$ cat src/hdl/aux_pkg.sv
// Constants, types and register map of the auxiliary pin block
// Functional notes
// [RULE_01] Pin roles follow the strapped operating mode
// [RULE_02] All pins are inputs after reset
// [RULE_03] Direction 1 means input; read captures level
// [RULE_04] Direction 0 drives output register onto pin
// [RULE_05] Drive bit 0 open-drain, 1 push-pull
// [RULE_06] Input register reads the real pin level
// [RULE_07] Pin 5 function select picks alternate output
// [RULE_08] Pin 5 source select: frame sync or bit clock
// [RULE_09] Pins 6, 7 interrupt-capable I/O, masked at reset
// [RULE_10] Input trigger sets status; mask gates interrupt
// [RULE_11] Per-pin edge or level trigger choice
// [RULE_12] Pull-ups on 6, 7 off only in push-pull output
// [RULE_13] Pin 7 function select outputs stop/go bit
// [RULE_14] Pin 4 carries multiframe marker, I/O ignored
// [RULE_15] Marker pin direction depends on operating mode
// [RULE_16] Line modes take channel from three straps
// [RULE_17] Slow data clock allows channels 0 to 2
// [RULE_18] Strap channel offsets routed timeslot selection
// [RULE_19] Frame is a multiplex of eight channels
// [RULE_20] Interrupt pins pass a two-flop synchroniser
// [RULE_21] Status read clears, unless level still active
package aux_pkg;

    // Register offsets on the plain register port
    localparam logic [3:0] AUX_OFS_DIR = 4'h0;
    localparam logic [3:0] AUX_OFS_OUT = 4'h1;
    localparam logic [3:0] AUX_OFS_IN = 4'h2;
    localparam logic [3:0] AUX_OFS_DRV = 4'h3;
    localparam logic [3:0] AUX_OFS_FUNC = 4'h4;
    localparam logic [3:0] AUX_OFS_IRQ_STAT = 4'h5;
    localparam logic [3:0] AUX_OFS_IRQ_MASK = 4'h6;
    localparam logic [3:0] AUX_OFS_STRAP = 4'h7;

    // Reset values
    localparam logic [7:0] AUX_RST_DIR = 8'hff;
    localparam logic [7:0] AUX_RST_OUT = 8'hff;
    localparam logic [7:0] AUX_RST_DRV = 8'h00;
    localparam logic [5:0] AUX_RST_FUNC = 6'h00;
    localparam logic [1:0] AUX_RST_MASK = 2'h3;

    // Field positions in the function configuration register
    localparam int AUX_FN_PIN4 = 0;
    localparam int AUX_FN_PIN5 = 1;
    localparam int AUX_FN_SRC = 2;
    localparam int AUX_FN_PIN7 = 3;
    localparam int AUX_FN_TRIG_A = 4;
    localparam int AUX_FN_TRIG_B = 5;

    // Channel limits
    localparam logic [2:0] AUX_SLOW_MAX_CH = 3'h2;

    // Strapped operating modes, Gray order along the usual list
    typedef enum logic [2:0] {
        AUX_SUBSCRIBER = 3'b000,
        AUX_TRUNK_LT = 3'b001,
        AUX_SUBSCR_LT = 3'b011,
        AUX_NET_TERM = 3'b010,
        AUX_SMART_NT = 3'b110
    } aux_mode_e;

    // One register port request
    typedef struct packed {
        logic [3:0] addr;
        logic [7:0] wdata;
        logic wr;
        logic rd;
    } aux_req_s;

    // Output and output-enable view of the eight pins
    typedef struct packed {
        logic [7:0] o;
        logic [7:0] oe;
    } aux_pin_drv_s;

endpackage : aux_pkg

$ cat src/hdl/aux_pin_interface.sv
// Auxiliary pin block: programmable I/O, interrupts, straps
//
// Our own choices: the plain strobed port and the register addresses.
`timescale 1ns/1ps
`default_nettype none
module aux_pin_interface (
    input wire logic mclk,
    input wire logic rst,
    input wire aux_pkg::aux_req_s req,
    output logic [7:0] rdata,
    input wire logic [2:0] mode_strap,
    input wire logic data_clock_fast,
    input wire logic [7:0] pin_i,
    output aux_pkg::aux_pin_drv_s pin,
    output logic [1:0] pullup_en,
    input wire logic frame_sync,
    input wire logic bit_clock,
    input wire logic channel_tick,
    input wire logic stop_go_in,
    input wire logic marker_tx,
    output logic marker_rx,
    output logic [2:0] timeslot_offset,
    output logic channel_invalid,
    output logic own_channel,
    output logic irq
);
    import aux_pkg::*;

    // Software-visible registers
    logic [7:0] pin_direction_reg;    // 1 = input
    logic [7:0] pin_output_reg;       // Value for output pins
    logic [7:0] pin_drive_config_reg; // 1 = push-pull
    logic [5:0] pin_function_config_reg;
    logic [1:0] pin_irq_status_reg;   // Sticky, bit 0 is pin 6
    logic [1:0] pin_irq_mask_reg;     // 1 = masked

    // Strap capture
    aux_mode_e op_mode;               // Latched operating mode
    logic [2:0] chan_strap;           // Latched channel straps
    logic line_mode;                  // Pins 0-2 are channel straps

    // Interrupt pin front end
    logic [1:0] int_meta;             // First synchroniser stage
    logic [1:0] int_sync;             // Second stage
    logic [1:0] int_prev;             // Delayed copy for edges
    logic [1:0] trig;                 // Trigger condition per pin
    logic [1:0] level_sel;            // 1 = level triggered

    // Frame slot counter
    logic [2:0] slot_cnt;             // Current channel in frame

    // Decoded register port accesses
    logic wr_hit;
    logic rd_stat;
    logic [7:0] next_o;
    logic [7:0] next_oe;
    logic marker_out_mode;

    assign wr_hit = req.wr;
    assign rd_stat = req.rd && (req.addr == AUX_OFS_IRQ_STAT);

    // Straps are sampled while reset is held, never by the reset itself
    always_ff @(posedge mclk)
    begin
        if (rst)
        begin
            op_mode <= aux_mode_e'(mode_strap);
            chan_strap <= pin_i[2:0];
        end
    end

    // Channel-strap role of pins 0-2 in the AUX_TRUNK_LT, AUX_SUBSCR_LT and AUX_NET_TERM modes
    assign line_mode = (op_mode == AUX_TRUNK_LT) ||
                       (op_mode == AUX_SUBSCR_LT) ||
                       (op_mode == AUX_NET_TERM); // RULE_01

    // Marker is sent in the subscriber and trunk modes, else received
    assign marker_out_mode = (op_mode == AUX_SUBSCRIBER) ||
                             (op_mode == AUX_TRUNK_LT); // RULE_15

    // Register writes
    always_ff @(posedge mclk)
    begin
        if (rst)
        begin
            pin_direction_reg <= AUX_RST_DIR; // RULE_02
            pin_output_reg <= AUX_RST_OUT;
            pin_drive_config_reg <= AUX_RST_DRV;
            pin_function_config_reg <= AUX_RST_FUNC;
            pin_irq_mask_reg <= AUX_RST_MASK; // RULE_09
        end
        else if (wr_hit)
        begin
            case (req.addr)
                AUX_OFS_DIR: pin_direction_reg <= req.wdata;
                AUX_OFS_OUT: pin_output_reg <= req.wdata;
                AUX_OFS_DRV: pin_drive_config_reg <= req.wdata;
                AUX_OFS_FUNC: pin_function_config_reg <= req.wdata[5:0];
                AUX_OFS_IRQ_MASK: pin_irq_mask_reg <= req.wdata[1:0];
                default:
                begin
                    // Read-only and unmapped offsets ignore writes
                end
            endcase
        end
    end

    // Read data, valid the cycle after the strobe; unmapped reads zero
    always_ff @(posedge mclk)
    begin
        if (rst)
        begin
            rdata <= 8'h00;
        end
        else if (req.rd)
        begin
            case (req.addr)
                AUX_OFS_DIR: rdata <= pin_direction_reg;
                AUX_OFS_OUT: rdata <= pin_output_reg;
                // Pin level latched at the read, outputs included
                AUX_OFS_IN: rdata <= pin_i; // RULE_03 RULE_06
                AUX_OFS_DRV: rdata <= pin_drive_config_reg;
                AUX_OFS_FUNC: rdata <= {2'h0, pin_function_config_reg};
                AUX_OFS_IRQ_STAT: rdata <= {6'h00, pin_irq_status_reg};
                AUX_OFS_IRQ_MASK: rdata <= {6'h00, pin_irq_mask_reg};
                AUX_OFS_STRAP: rdata <= {channel_invalid, line_mode,
                                         op_mode, chan_strap};
                default: rdata <= 8'h00;
            endcase
        end
        else
        begin
            rdata <= 8'h00;
        end
    end

    // Pin driver selection before the output flops
    always_comb
    begin
        next_o = 8'h00;
        next_oe = 8'h00;
        for (int i = 0; i < 8; i++)
        begin
            if (!pin_direction_reg[i])
            begin
                if (pin_drive_config_reg[i])
                begin
                    // Push-pull drives both levels
                    next_o[i] = pin_output_reg[i]; // RULE_04
                    next_oe[i] = 1'b1; // RULE_05
                end
                else
                begin
                    // Open-drain only pulls low
                    next_o[i] = 1'b0;
                    next_oe[i] = !pin_output_reg[i]; // RULE_05
                end
            end
        end
        if (line_mode)
        begin
            next_o[2:0] = 3'h0; // RULE_01
            next_oe[2:0] = 3'h0;
        end
        if (pin_function_config_reg[AUX_FN_PIN4])
        begin
            // General I/O settings of pin 4 are ignored here
            next_o[4] = marker_out_mode ? marker_tx : 1'b0; // RULE_14
            next_oe[4] = marker_out_mode; // RULE_15
        end
        if (pin_function_config_reg[AUX_FN_PIN5])
        begin
            next_o[5] = pin_function_config_reg[AUX_FN_SRC] ?
                        bit_clock : frame_sync; // RULE_07 RULE_08
            next_oe[5] = 1'b1;
        end
        if (pin_function_config_reg[AUX_FN_PIN7])
        begin
            next_o[7] = stop_go_in; // RULE_13
            next_oe[7] = 1'b1;
        end
    end

    // Pin outputs come from flops: one cycle after a register write
    always_ff @(posedge mclk)
    begin
        if (rst)
        begin
            pin.o <= 8'h00;
            pin.oe <= 8'h00; // RULE_02
        end
        else
        begin
            pin.o <= next_o;
            pin.oe <= next_oe;
        end
    end

    // Pull-ups on pins 6 and 7 follow their actual driver type
    always_ff @(posedge mclk)
    begin
        if (rst)
        begin
            pullup_en <= 2'h3;
        end
        else
        begin
            pullup_en <= ~(next_oe[7:6] &
                           {pin_drive_config_reg[7] ||
                            pin_function_config_reg[AUX_FN_PIN7],
                            pin_drive_config_reg[6]}); // RULE_12
        end
    end

    // Received marker level when the pin is a marker input
    always_ff @(posedge mclk)
    begin
        if (rst)
        begin
            marker_rx <= 1'b0;
        end
        else
        begin
            marker_rx <= pin_function_config_reg[AUX_FN_PIN4] &&
                         !marker_out_mode && pin_i[4]; // RULE_15
        end
    end

    // Two-flop synchroniser; int_sync and its delayed copy int_prev feed the trigger logic
    always_ff @(posedge mclk)
    begin
        if (rst)
        begin
            int_meta <= 2'h3;
            int_sync <= 2'h3;
            int_prev <= 2'h3;
        end
        else
        begin
            int_meta <= pin_i[7:6]; // RULE_20
            int_sync <= int_meta; // RULE_20
            int_prev <= int_sync;
        end
    end

    // Active-low trigger: falling edge, or low level
    assign level_sel = {pin_function_config_reg[AUX_FN_TRIG_B],
                        pin_function_config_reg[AUX_FN_TRIG_A]};
    assign trig = pin_direction_reg[7:6] &
                  ((level_sel & ~int_sync) |
                   (~level_sel & int_prev & ~int_sync)); // RULE_10 RULE_11

    // Sticky status: a trigger wins over the clearing read
    always_ff @(posedge mclk)
    begin
        if (rst)
        begin
            pin_irq_status_reg <= 2'h0;
        end
        else if (rd_stat)
        begin
            pin_irq_status_reg <= trig; // RULE_21
        end
        else
        begin
            pin_irq_status_reg <= pin_irq_status_reg | trig; // RULE_10
        end
    end

    // Host interrupt, registered so it has no glitches
    always_ff @(posedge mclk)
    begin
        if (rst)
        begin
            irq <= 1'b0;
        end
        else
        begin
            irq <= |(pin_irq_status_reg & ~pin_irq_mask_reg); // RULE_10
        end
    end

    // Channel offset and its validity for the data clock rate
    always_ff @(posedge mclk)
    begin
        if (rst)
        begin
            timeslot_offset <= 3'h0;
            channel_invalid <= 1'b0;
        end
        else
        begin
            timeslot_offset <= line_mode ? chan_strap : 3'h0; // RULE_16 RULE_18
            channel_invalid <= line_mode && !data_clock_fast &&
                               (chan_strap > AUX_SLOW_MAX_CH); // RULE_17
        end
    end

    // Slot counter: frame sync restarts, each tick steps one channel
    always_ff @(posedge mclk)
    begin
        if (rst)
        begin
            slot_cnt <= 3'h0;
        end
        else if (frame_sync)
        begin
            slot_cnt <= 3'h0; // RULE_19
        end
        else if (channel_tick)
        begin
            slot_cnt <= slot_cnt + 3'h1; // RULE_19
        end
    end

    // Marks the slot that carries this device's channel
    always_ff @(posedge mclk)
    begin
        if (rst)
        begin
            own_channel <= 1'b0;
        end
        else
        begin
            own_channel <= (slot_cnt == timeslot_offset); // RULE_18
        end
    end
endmodule : aux_pin_interface
`default_nettype wire

$ cat config.mk
export PLATFORM = sky130hd
export DESIGN_NAME = aux_pin_interface
export DESIGN_NICKNAME = d
export VERILOG_FILES = /design/src/hdl/aux_pkg.sv /design/src/hdl/aux_pin_interface.sv
export SDC_FILE = /design/constraint.sdc
export NUM_CORES = 1
export LEC_CHECK = 0
export ABC_AREA = 0
export BUFFER_PORTS_ARGS = -buffer_cell sky130_fd_sc_hd__buf_2
export CORE_ASPECT_RATIO = 1.75
export CORE_MARGIN = 2
export CORE_UTILIZATION = 54
export CTS_CLUSTER_DIAMETER = 50
export DETAILED_ROUTE_END_ITERATION = 16
export PLACE_DENSITY = 0.78
export SYNTH_ARGS = -nofsm -noshare
export SYNTH_HDL_FRONTEND = slang
export SYNTH_SLANG_ARGS = --single-unit
$ cat constraint.sdc
create_clock -name mclk -period 1.3 [get_ports mclk]
set_clock_uncertainty 0.05 [all_clocks]
set_input_delay 0 -clock mclk [delete_from_list [all_inputs] [get_ports mclk]]
set_output_delay 0 -clock mclk [all_outputs]
set_load 0.03 [all_outputs]
---- Word-level counts from Yosys, hierarchy flattened ----
Cells that the tools add are included.
W data, S select, Z words.
storage, ports and cells
  register bits after elaboration ......... 82
  bits of input ports ..................... 33
  output and inout bits ................... 33
  logic and storage cells ................. 129
operators by class
  $add $sub $neg .......................... 1
  magnitude comparators ................... 1
  equal/unequal tests ..................... 11
  mux-type cells .......................... 28
  bitwise logic cells ..................... 19
  reductions and logical operators ........ 39
operator list
  operator               number
  $pmux W8 S8            1
  $mux W1                26
  $eq A4 B3 Y1 const B   4
  $reduce_or A3 Y1       5
  $and A2 B2 Y2          6
  $reduce_or A4 Y1       3
  $logic_not A1 Y1       10
  $reduce_and A2 Y1      5
  $reduce_or A2 Y1       5
  $eq A4 B2 Y1 const B   2
  $not A2 Y2             4
  $not A1 Y1             7
  $eq A3 B2 Y1 const B   2
  $logic_and A1 B1 Y1    5
  $eq A4 B1 Y1 const B   1
  $logic_not A4 Y1       1
  $logic_or A1 B1 Y1     4
  $or A2 B2 Y2           2
  $add A3 B1 Y3 const B  1
  $eq A3 B1 Y1 const B   1
  $eq A3 B3 Y1           1
  $gt A3 B2 Y1 const B   1
  $logic_not A3 Y1       1
  $mux W2                1

---- Logic depth before layout (Yosys ltp) ----
Gate-level depths: netlist of run 1.
  word-level depth ........................ 7
  depth in mapped cells ................... 7

---- Least setup slack after synthesis of run 1 ----
No wires, ideal clock.
  path kind ............................... register -> register
  start point ............................. reg pin_output_reg[5]
  end point ............................... reg rdata[5]
  arrival ................................. 0.905 ns
  required time ........................... 1.125 ns
  setup slack ............................. 0.220 ns
  stages on the path, launching flop included .. 4
  buffers on the path ..................... 0
  period minus slack after synthesis ...... 1.080 ns
  path through ............................ dfxtp_1 > mux4_2 > nor2_1 > a211oi_2
on the way
  word-level cells in the longest chain between the ends .. 1
ends and longest elaborated chain
  what                    line                      source
  from (decl)             aux_pin_interface.sv:31   logic [7:0] pin_output_reg;
  from (signal assigned)  aux_pin_interface.sv:96   AUX_OFS_OUT: pin_output_reg <= req.wdata;
  $pmux W8 S8             aux_pin_interface.sv:117  case (req.addr)
  to (signal assigned)    aux_pin_interface.sv:118  AUX_OFS_DIR: rdata <= pin_direction_reg;
  to (signal assigned)    aux_pin_interface.sv:119  AUX_OFS_OUT: rdata <= pin_output_reg;
  to (signal assigned)    aux_pin_interface.sv:121  AUX_OFS_IN: rdata <= pin_i;
  to (decl)               aux_pin_interface.sv:10   output logic [7:0] rdata,
No other way between the ends.
A chain may end at the register's enable or synchronous reset.

---- Worst setup path in the final report of run 1 ----
  start point ............................. reg pin_direction_reg[5]
  end point ............................... reg rdata[5]
on the way
  word-level cells in the longest chain between the ends .. 1
ends and longest elaborated chain
  what                    line                      source
  from (decl)             aux_pin_interface.sv:30   logic [7:0] pin_direction_reg;
  from (signal assigned)  aux_pin_interface.sv:95   AUX_OFS_DIR: pin_direction_reg <= req.wdata;
  $pmux W8 S8             aux_pin_interface.sv:117
No other way between the ends.

==> results of run 1 <==
worst min-delay path by stage:
stage | start | to | slack (ns)
after CTS | req[10] | rdata[2]$_SDFF_PP0_ | 0.02
after floorplan | frame_sync | slot_cnt[0]$_SDFFE_PP0P_ | 0.03
after global routing | req[10] | rdata[2]$_SDFF_PP0_ | 0.06
after detailed placement | mode_strap[0] | op_mode[0]$_DFFE_PP_ | 0.13
after global placement | mode_strap[1] | op_mode[1]$_DFFE_PP_ | 0.13
final | req[10] | rdata[2]$_SDFF_PP0_ | 0.03
per-layer routing:
| layer | track usage [%] | vias to the layer above | share of wire [%] |
|---|---|---|---|
| li1 | - | 1396 | - |
| met1 | 29.6 | 1391 | 39 |
| met2 | 47.7 | 93 | 53 |
| met3 | 4.79 | 23 | 3.9 |
| met4 | 16.0 | 0 | 4.0 |
| met5 | 0 | - | 0 |
cell type report:
class                           instances  area [um^2]  share of cell area (%)
Tap cell                               80          100                    2.32
Multi-Input combinational cell        235         1510                    35.0
Clock buffer                           15          218                    5.04
Timing Repair Buffer                  110          763                    17.7
Inverter                                7         26.3                   0.608
Sequential cell                        82         1700                    39.4
cells in the mapped netlist (4+ instances only):
library cell and count:
or2_2 6, nand2_1 47, inv_1 7, a21oi_1 7
nor3_1 11, dfxtp_1 76, mux2_1 5, edfxtp_1 6
mux2i_1 17, nand3b_1 19, nand3_1 11, a211o_1 4
clkbuf_1 6, and2_1 4, buf_6 4, xor2_1 4
a22oi_1 5, a31oi_1 8, buf_4 4, buf_2 5
and3_1 5, nor2b_1 8, nor2_1 31
cell families after synthesis:
| kind of cell | Yosys count |
|---|---|
| compound gates | 46 |
| xor+xnor | 5 |
| fa+ha+maj | 1 |
| buf+inv | 26 |
| flops | 82 |
| mux | 24 |
| simple gates | 159 |
power breakdown:
group | internal, mW | switching, mW
sequential | 2.61 | 0.0517
combinational | 0.252 | 0.274
clock | 1.06 | 0.838
per-stage QoR:
stage	hold slack, ns	setup WS [ns]	std cells	setup TNS (ns)	utilization (%)
final	0.0344	0.0929	529	0	71.0
after global routing	0.0611	0.0248	529	0	71.0
after CTS	0.0224	0.0700	529	0	70.9
after detailed placement	0.128	-0.0244	489	-0.0419	63.1
after global placement	0.132	-0.00296	489	-0.00545	63.1
after floorplan	0.0266	0.220	343	0	-
critical path: cells and delay by family, from the launching register on:
kind	cells	cell delay [ns]
and+or+nand+nor	1	0.14
DFF	1	0.35
muxes	1	0.47
AOI/OAI and AO/OA	1	0.06
timing repair:
action | in CTS | in global routing
hold buffers | 25 | 0
pin swaps | 0 | 0
gates resized for setup | 1 | 1
hold endpoints to repair | 51 | 0
endpoints found under the setup margin | 6 | 3
buffers inserted | 0 | 0
==> flow_summary_export.csv, run 1 <==
group,metric,value,unit
run_status,status,"finished, final reports clean",
drt,drc,0,
layout,nNetsFinal,479,
die,start_util,55.1,%
die,std_cell_rows,38,
cts,clkTransAtPathRegs,0.08,ns
worst_setup_path,worst_r2r_endpoint,"rdata[5]$_SDFF_PP0_",
worst_setup_path,worstSetupPathType,"reg -> reg",
timing,min_period_over_period,92.9,%
pwr,powerDensity,1180,nW/um^2
die,fp.dieH,108,um
cts,clkLatencyLatePin,0.36,ns
yosys,synth_area_leaders,"dfxtp_1, edfxtp_1, nand2_1",
yosys,muxShareOfSynthArea,7.76,%
drt,detail-route-antenna-nets,0,
yosys,synth_xor_area_share,1.31,%
timing,rsz0062_at_grt,"no",
drt,drt_iter0_drc,159,
timing,slew_headroom,75.9,%
pwr,vdd.ir_drop.worst,847,uV
yosys,yosysTopAreaCell,"dfxtp_1",
yosys,synthAdderAreaFrac,0.373,%
timing,setup_viol,0,
timing,finalHoldViolations,0,
yosys,synthSimpleGateAreaFrac,25.3,%
yosys,yosys_most_used_dff,"dfxtp_1",
die,ioPinCount,66,
placement,place_congestion,0.873,
worst_setup_path,crit_end,"rdata[5]$_SDFF_PP0_",
cts,cts-root-buf,"clkbuf_8",
drt,drtPass1Iterations,6,
worst_setup_path,end_kind,"flip-flop",
die,core_area,6090,um^2
die,die_w,63.6,um
worst_setup_path,cp.required,1.48,ns
timing,drv_slew,0,
layout,regMostFlops,"pin",
layout,layout-drive-gt1-share,26.3,%
layout,design_area,4320,um^2
yosys,netlist-cell-type-count,51,
worst_setup_path,cpMaxStageDelayCell,"mux4_2",
yosys,synth_cells,343,
placement,hpwl,6.26,mm
worst_setup_path,worst-r2r-setup-slack,0.09,ns
yosys,syn_area,3350,um^2
yosys,async_reset_ff_share,0,%
die,dieArea,6880,um^2
yosys,ys_seq_area_share,50.8,%
worst_setup_path,setup.worst_path.start_class,"flip-flop",
worst_setup_path,r2r-start,"pin_direction_reg[5]$_SDFFE_PP1P_",
grt,grt_pass1_vias,2846,
layout,mostFrequentLayoutCell,"dfxtp_1",
worst_setup_path,reg2reg_depth,3,
pwr,leakage,1.91,nW
worst_setup_path,slowest_delay,0.47,ns
drt,viasPerCell,5.49,
layout,antenna_cells,0,
cts,cts_inserted_buffers,9,
grt,grt_usage,26.9,%
worst_setup_path,cp_data_arrival_time,1.39,ns
yosys,ys_ff_latch,82,
layout,area_delta_synth_final,28.9,%
worst_setup_path,cp-startpoint,"pin_direction_reg[5]$_SDFFE_PP1P_",
hold_path,min-delay-path-class,"in -> reg",
timing,max_freq,0.828,GHz
grt,grt_max_degree,65,
grt,grt_pass1_wl,14.1,mm
pwr,finalPower,5.08,mW
cts,cts_tree,"yes",
placement,port_buffers,65,
yosys,synth_top_family_by_area,"simple AND/OR/NAND/NOR gates",
job,drv_cap,0,
grt,antenna_found_initial,0,
cts,cts_sinks,82,
cts,htree_levels,3,
yosys,synth_top_area_share,45.4,%
layout,final_cell_mix,"dfxtp_1, buf_2, nand2_1",
timing,layout_min_cycle_time,1.21,ns
yosys,syn_avg_cell_area,9.77,um^2
yosys,ys_warn_count,0,
hold_path,holdPathStages,3,
drt,vias,2903,
layout,nFillCells,494,
drt,wl,8.65,mm
yosys,syn_nets,377,
grt,grt_overflow,0,
timing,tightest_slew,0.361,ns
yosys,synth_edf_count,6,
worst_setup_path,path_max_fanout,4,
drt,routedWlPerCell,16.3,um
yosys,synth_compound_area_share,10.0,%
placement,dpl_cell_area,3840,um^2
layout,largest_reg_flops,16,
worst_setup_path,cp_cell_sequence,"mux4_2 -> nor2_1 -> a211oi_2",
cts,clockBufferDepth,2,
No activity file was read; power rests on OpenSTA's default activity.
==> run 2: changes to the inputs <==
--- a/config.mk
+++ b/config.mk
@@ -12,6 +12,7 @@
 export CORE_UTILIZATION = 54
 export CTS_CLUSTER_DIAMETER = 50
 export DETAILED_ROUTE_END_ITERATION = 16
+export MAX_ROUTING_LAYER = met4
 export PLACE_DENSITY = 0.78
 export SYNTH_ARGS = -nofsm -noshare
 export SYNTH_HDL_FRONTEND = slang
==> run 2 against run 1 <==
Maximum frequency fell by 0.58%. Combinational power rose by 1%. Routed wire length rose by 2.5%. Flip-flop and latch count did not move. Sequential power barely moved. Non-clock buffer count rose by 1. Hold slack improved by 0.021 ns. Clock power fell by 5%. Critical endpoint is now pin[12]$_SDFF_PP0_. Largest power group unchanged.
==> flow_summary_export.csv, run 2 (synthesized netlist as in run 1, its figures left out) <==
group,metric,value,unit
pwr,internal_power,3.82,mW
layout,layout-drive-gt1-share,26.4,%
placement,hpwl,6.26,mm
timing,max_freq,0.824,GHz
layout,area_delta_synth_final,28.8,%
pwr,power_frac_seq,53.1,%
worst_setup_path,path_max_fanout,3,
worst_setup_path,end_kind,"flip-flop",
worst_setup_path,cp_data_arrival_time,1.47,ns
run_status,status,"finished, final reports clean",
die,start_util,55.1,%
cts,clkTransAtPathRegs,0.07,ns
die,dieArea,6880,um^2
placement,port_buffers,65,
cts,cts-root-buf,"clkbuf_8",
layout,regMostFlops,"pin",
grt,grt_usage,28.0,%
timing,min_period_over_period,93.4,%
grt,grt_overflow,0,
drt,wl,8.87,mm
drt,drc,0,
pwr,vdd.ir_drop.worst,1010,uV
hold_path,min-delay-path-class,"in -> reg",
pwr,combPwrFrac,10.6,%
worst_setup_path,setup.worst_path.start_class,"flip-flop",
timing,rsz0062_at_grt,"no",
timing,drv_slew,0,
pwr,power.share.switching,23.5,%
timing,tightest_slew,0.356,ns
layout,final_cell_mix,"dfxtp_1, buf_2, nand2_1",
timing,setup_tns,0,ns
timing,finalHoldViolations,0,
layout,nNetsFinal,480,
drt,detail-route-antenna-nets,0,
drt,routedWlPerCell,16.7,um
pwr,p_clk_share,36.2,%
cts,clockBufferDepth,2,
pwr,switchingPower,1.18,mW
cts,cts_inserted_buffers,9,
grt,antenna_found_initial,0,
die,std_cell_rows,38,
drt,viasPerCell,5.41,
die,ioPinCount,66,
pwr,leakage,1.90,nW
timing,layout_min_cycle_time,1.21,ns
pwr,powerDensity,1160,nW/um^2
die,core_area,6090,um^2
cts,htree_levels,3,
layout,antenna_cells,0,
timing,setup_viol,0,
worst_setup_path,worstSetupPathType,"reg -> reg",
cts,cts_sinks,82,
layout,nFillCells,488,
worst_setup_path,cp.required,1.55,ns
cts,clkLatencyLatePin,0.36,ns
job,drv_cap,0,
drt,drtPass1Iterations,4,
pwr,finalPower,5.00,mW
timing,slew_headroom,76.2,%
layout,mostFrequentLayoutCell,"dfxtp_1",
die,die_w,63.6,um
placement,place_congestion,0.926,
die,fp.dieH,108,um
grt,grt_pass1_vias,2866,
layout,largest_reg_flops,16,
drt,vias,2873,
grt,grt_max_degree,65,
cts,cts_tree,"yes",
drt,drt_iter0_drc,175,
grt,grt_pass1_wl,14.0,mm
==> run 2: cell count changes in the layout (fill, tap and decap cells not counted) <==
cell      change
clkinv_2      +1
nand2b_2      +1
buf_4         +1
clkbuf_8      -2
clkbuf_1      +2
nand2b_1      -1
==> run 2: power by group through the flow <==
stage	registers (mW)	clock network (mW)	logic, mW
finish	2.66	1.81	0.531
global route	2.66	1.95	0.572
CTS	2.66	1.84	0.517
detailed placement	2.71	0	0.456
global placement	2.71	0	0.448
floorplan	2.73	0	0.250
==> run 2: metal layers <==
metal / global-route usage, % / share of wire (%) / vias up
met2: 49.3 / 53 / 81
met1: 29.3 / 40 / 1380
met4: 15.1 / 2.9 / 0
met5: - / 0 / -
met3: 4.89 / 3.8 / 17
li1: - / - / 1395
==> run 2: worst paths after layout <==
check	from	end	slack, ns	cells past startpoint
max	op_mode[1]$_DFFE_PP_	pin[12]$_SDFF_PP0_	0.09	4
min	req[12]	rdata[4]$_SDFF_PP0_	0.06	3
min reg2reg	int_meta[0]$_SDFF_PP1_	int_sync[0]$_SDFF_PP1_	0.37	1
max reg2reg	op_mode[1]$_DFFE_PP_	pin[12]$_SDFF_PP0_	0.09	4
==> run 2: layout make-up <==
type / instances / area (um^2) / share of cell area [%]
clock inverters: 1 / 5.00 / 0.116
inverters: 7 / 26.3 / 0.609
well taps: 80 / 100 / 2.32
flip-flops and latches: 82 / 1700 / 39.4
repair buffers: 111 / 771 / 17.9
clock buffers: 15 / 198 / 4.58
multi-input cells: 235 / 1520 / 35.1
==> run 2: repair_timing <==
item	CTS	global route
endpoints found under the setup margin	6	6
endpoints found under the hold margin	51	0
hold buffers	25	0
buffers inserted	0	1
resized for setup	1	2
==> run 2: through the flow <==
| step | setup WS (ns) | instances | hold slack [ns] | util [%] | cell area (um^2) |
|---|---|---|---|---|---|
| floorplan | 0.220 | 343 | 0.0266 | - | 3350 |
| global placement | -0.0135 | 489 | 0.128 | 63.1 | 3840 |
| detailed placement | -0.111 | 489 | 0.124 | 63.1 | 3840 |
| CTS | 0.0148 | 530 | 0.0395 | 70.6 | 4300 |
| global route | 0.0252 | 531 | 0.0604 | 70.9 | 4320 |
| finish | 0.0858 | 531 | 0.0551 | 70.9 | 4320 |
==> run 2: critical path, stage by stage (launching register included) <==
cell and delay, ns:
edfxtp_1 0.45, buf_4 0.18, nor2_1 0.24, a31oi_1 0.14, nor2_1 0.10
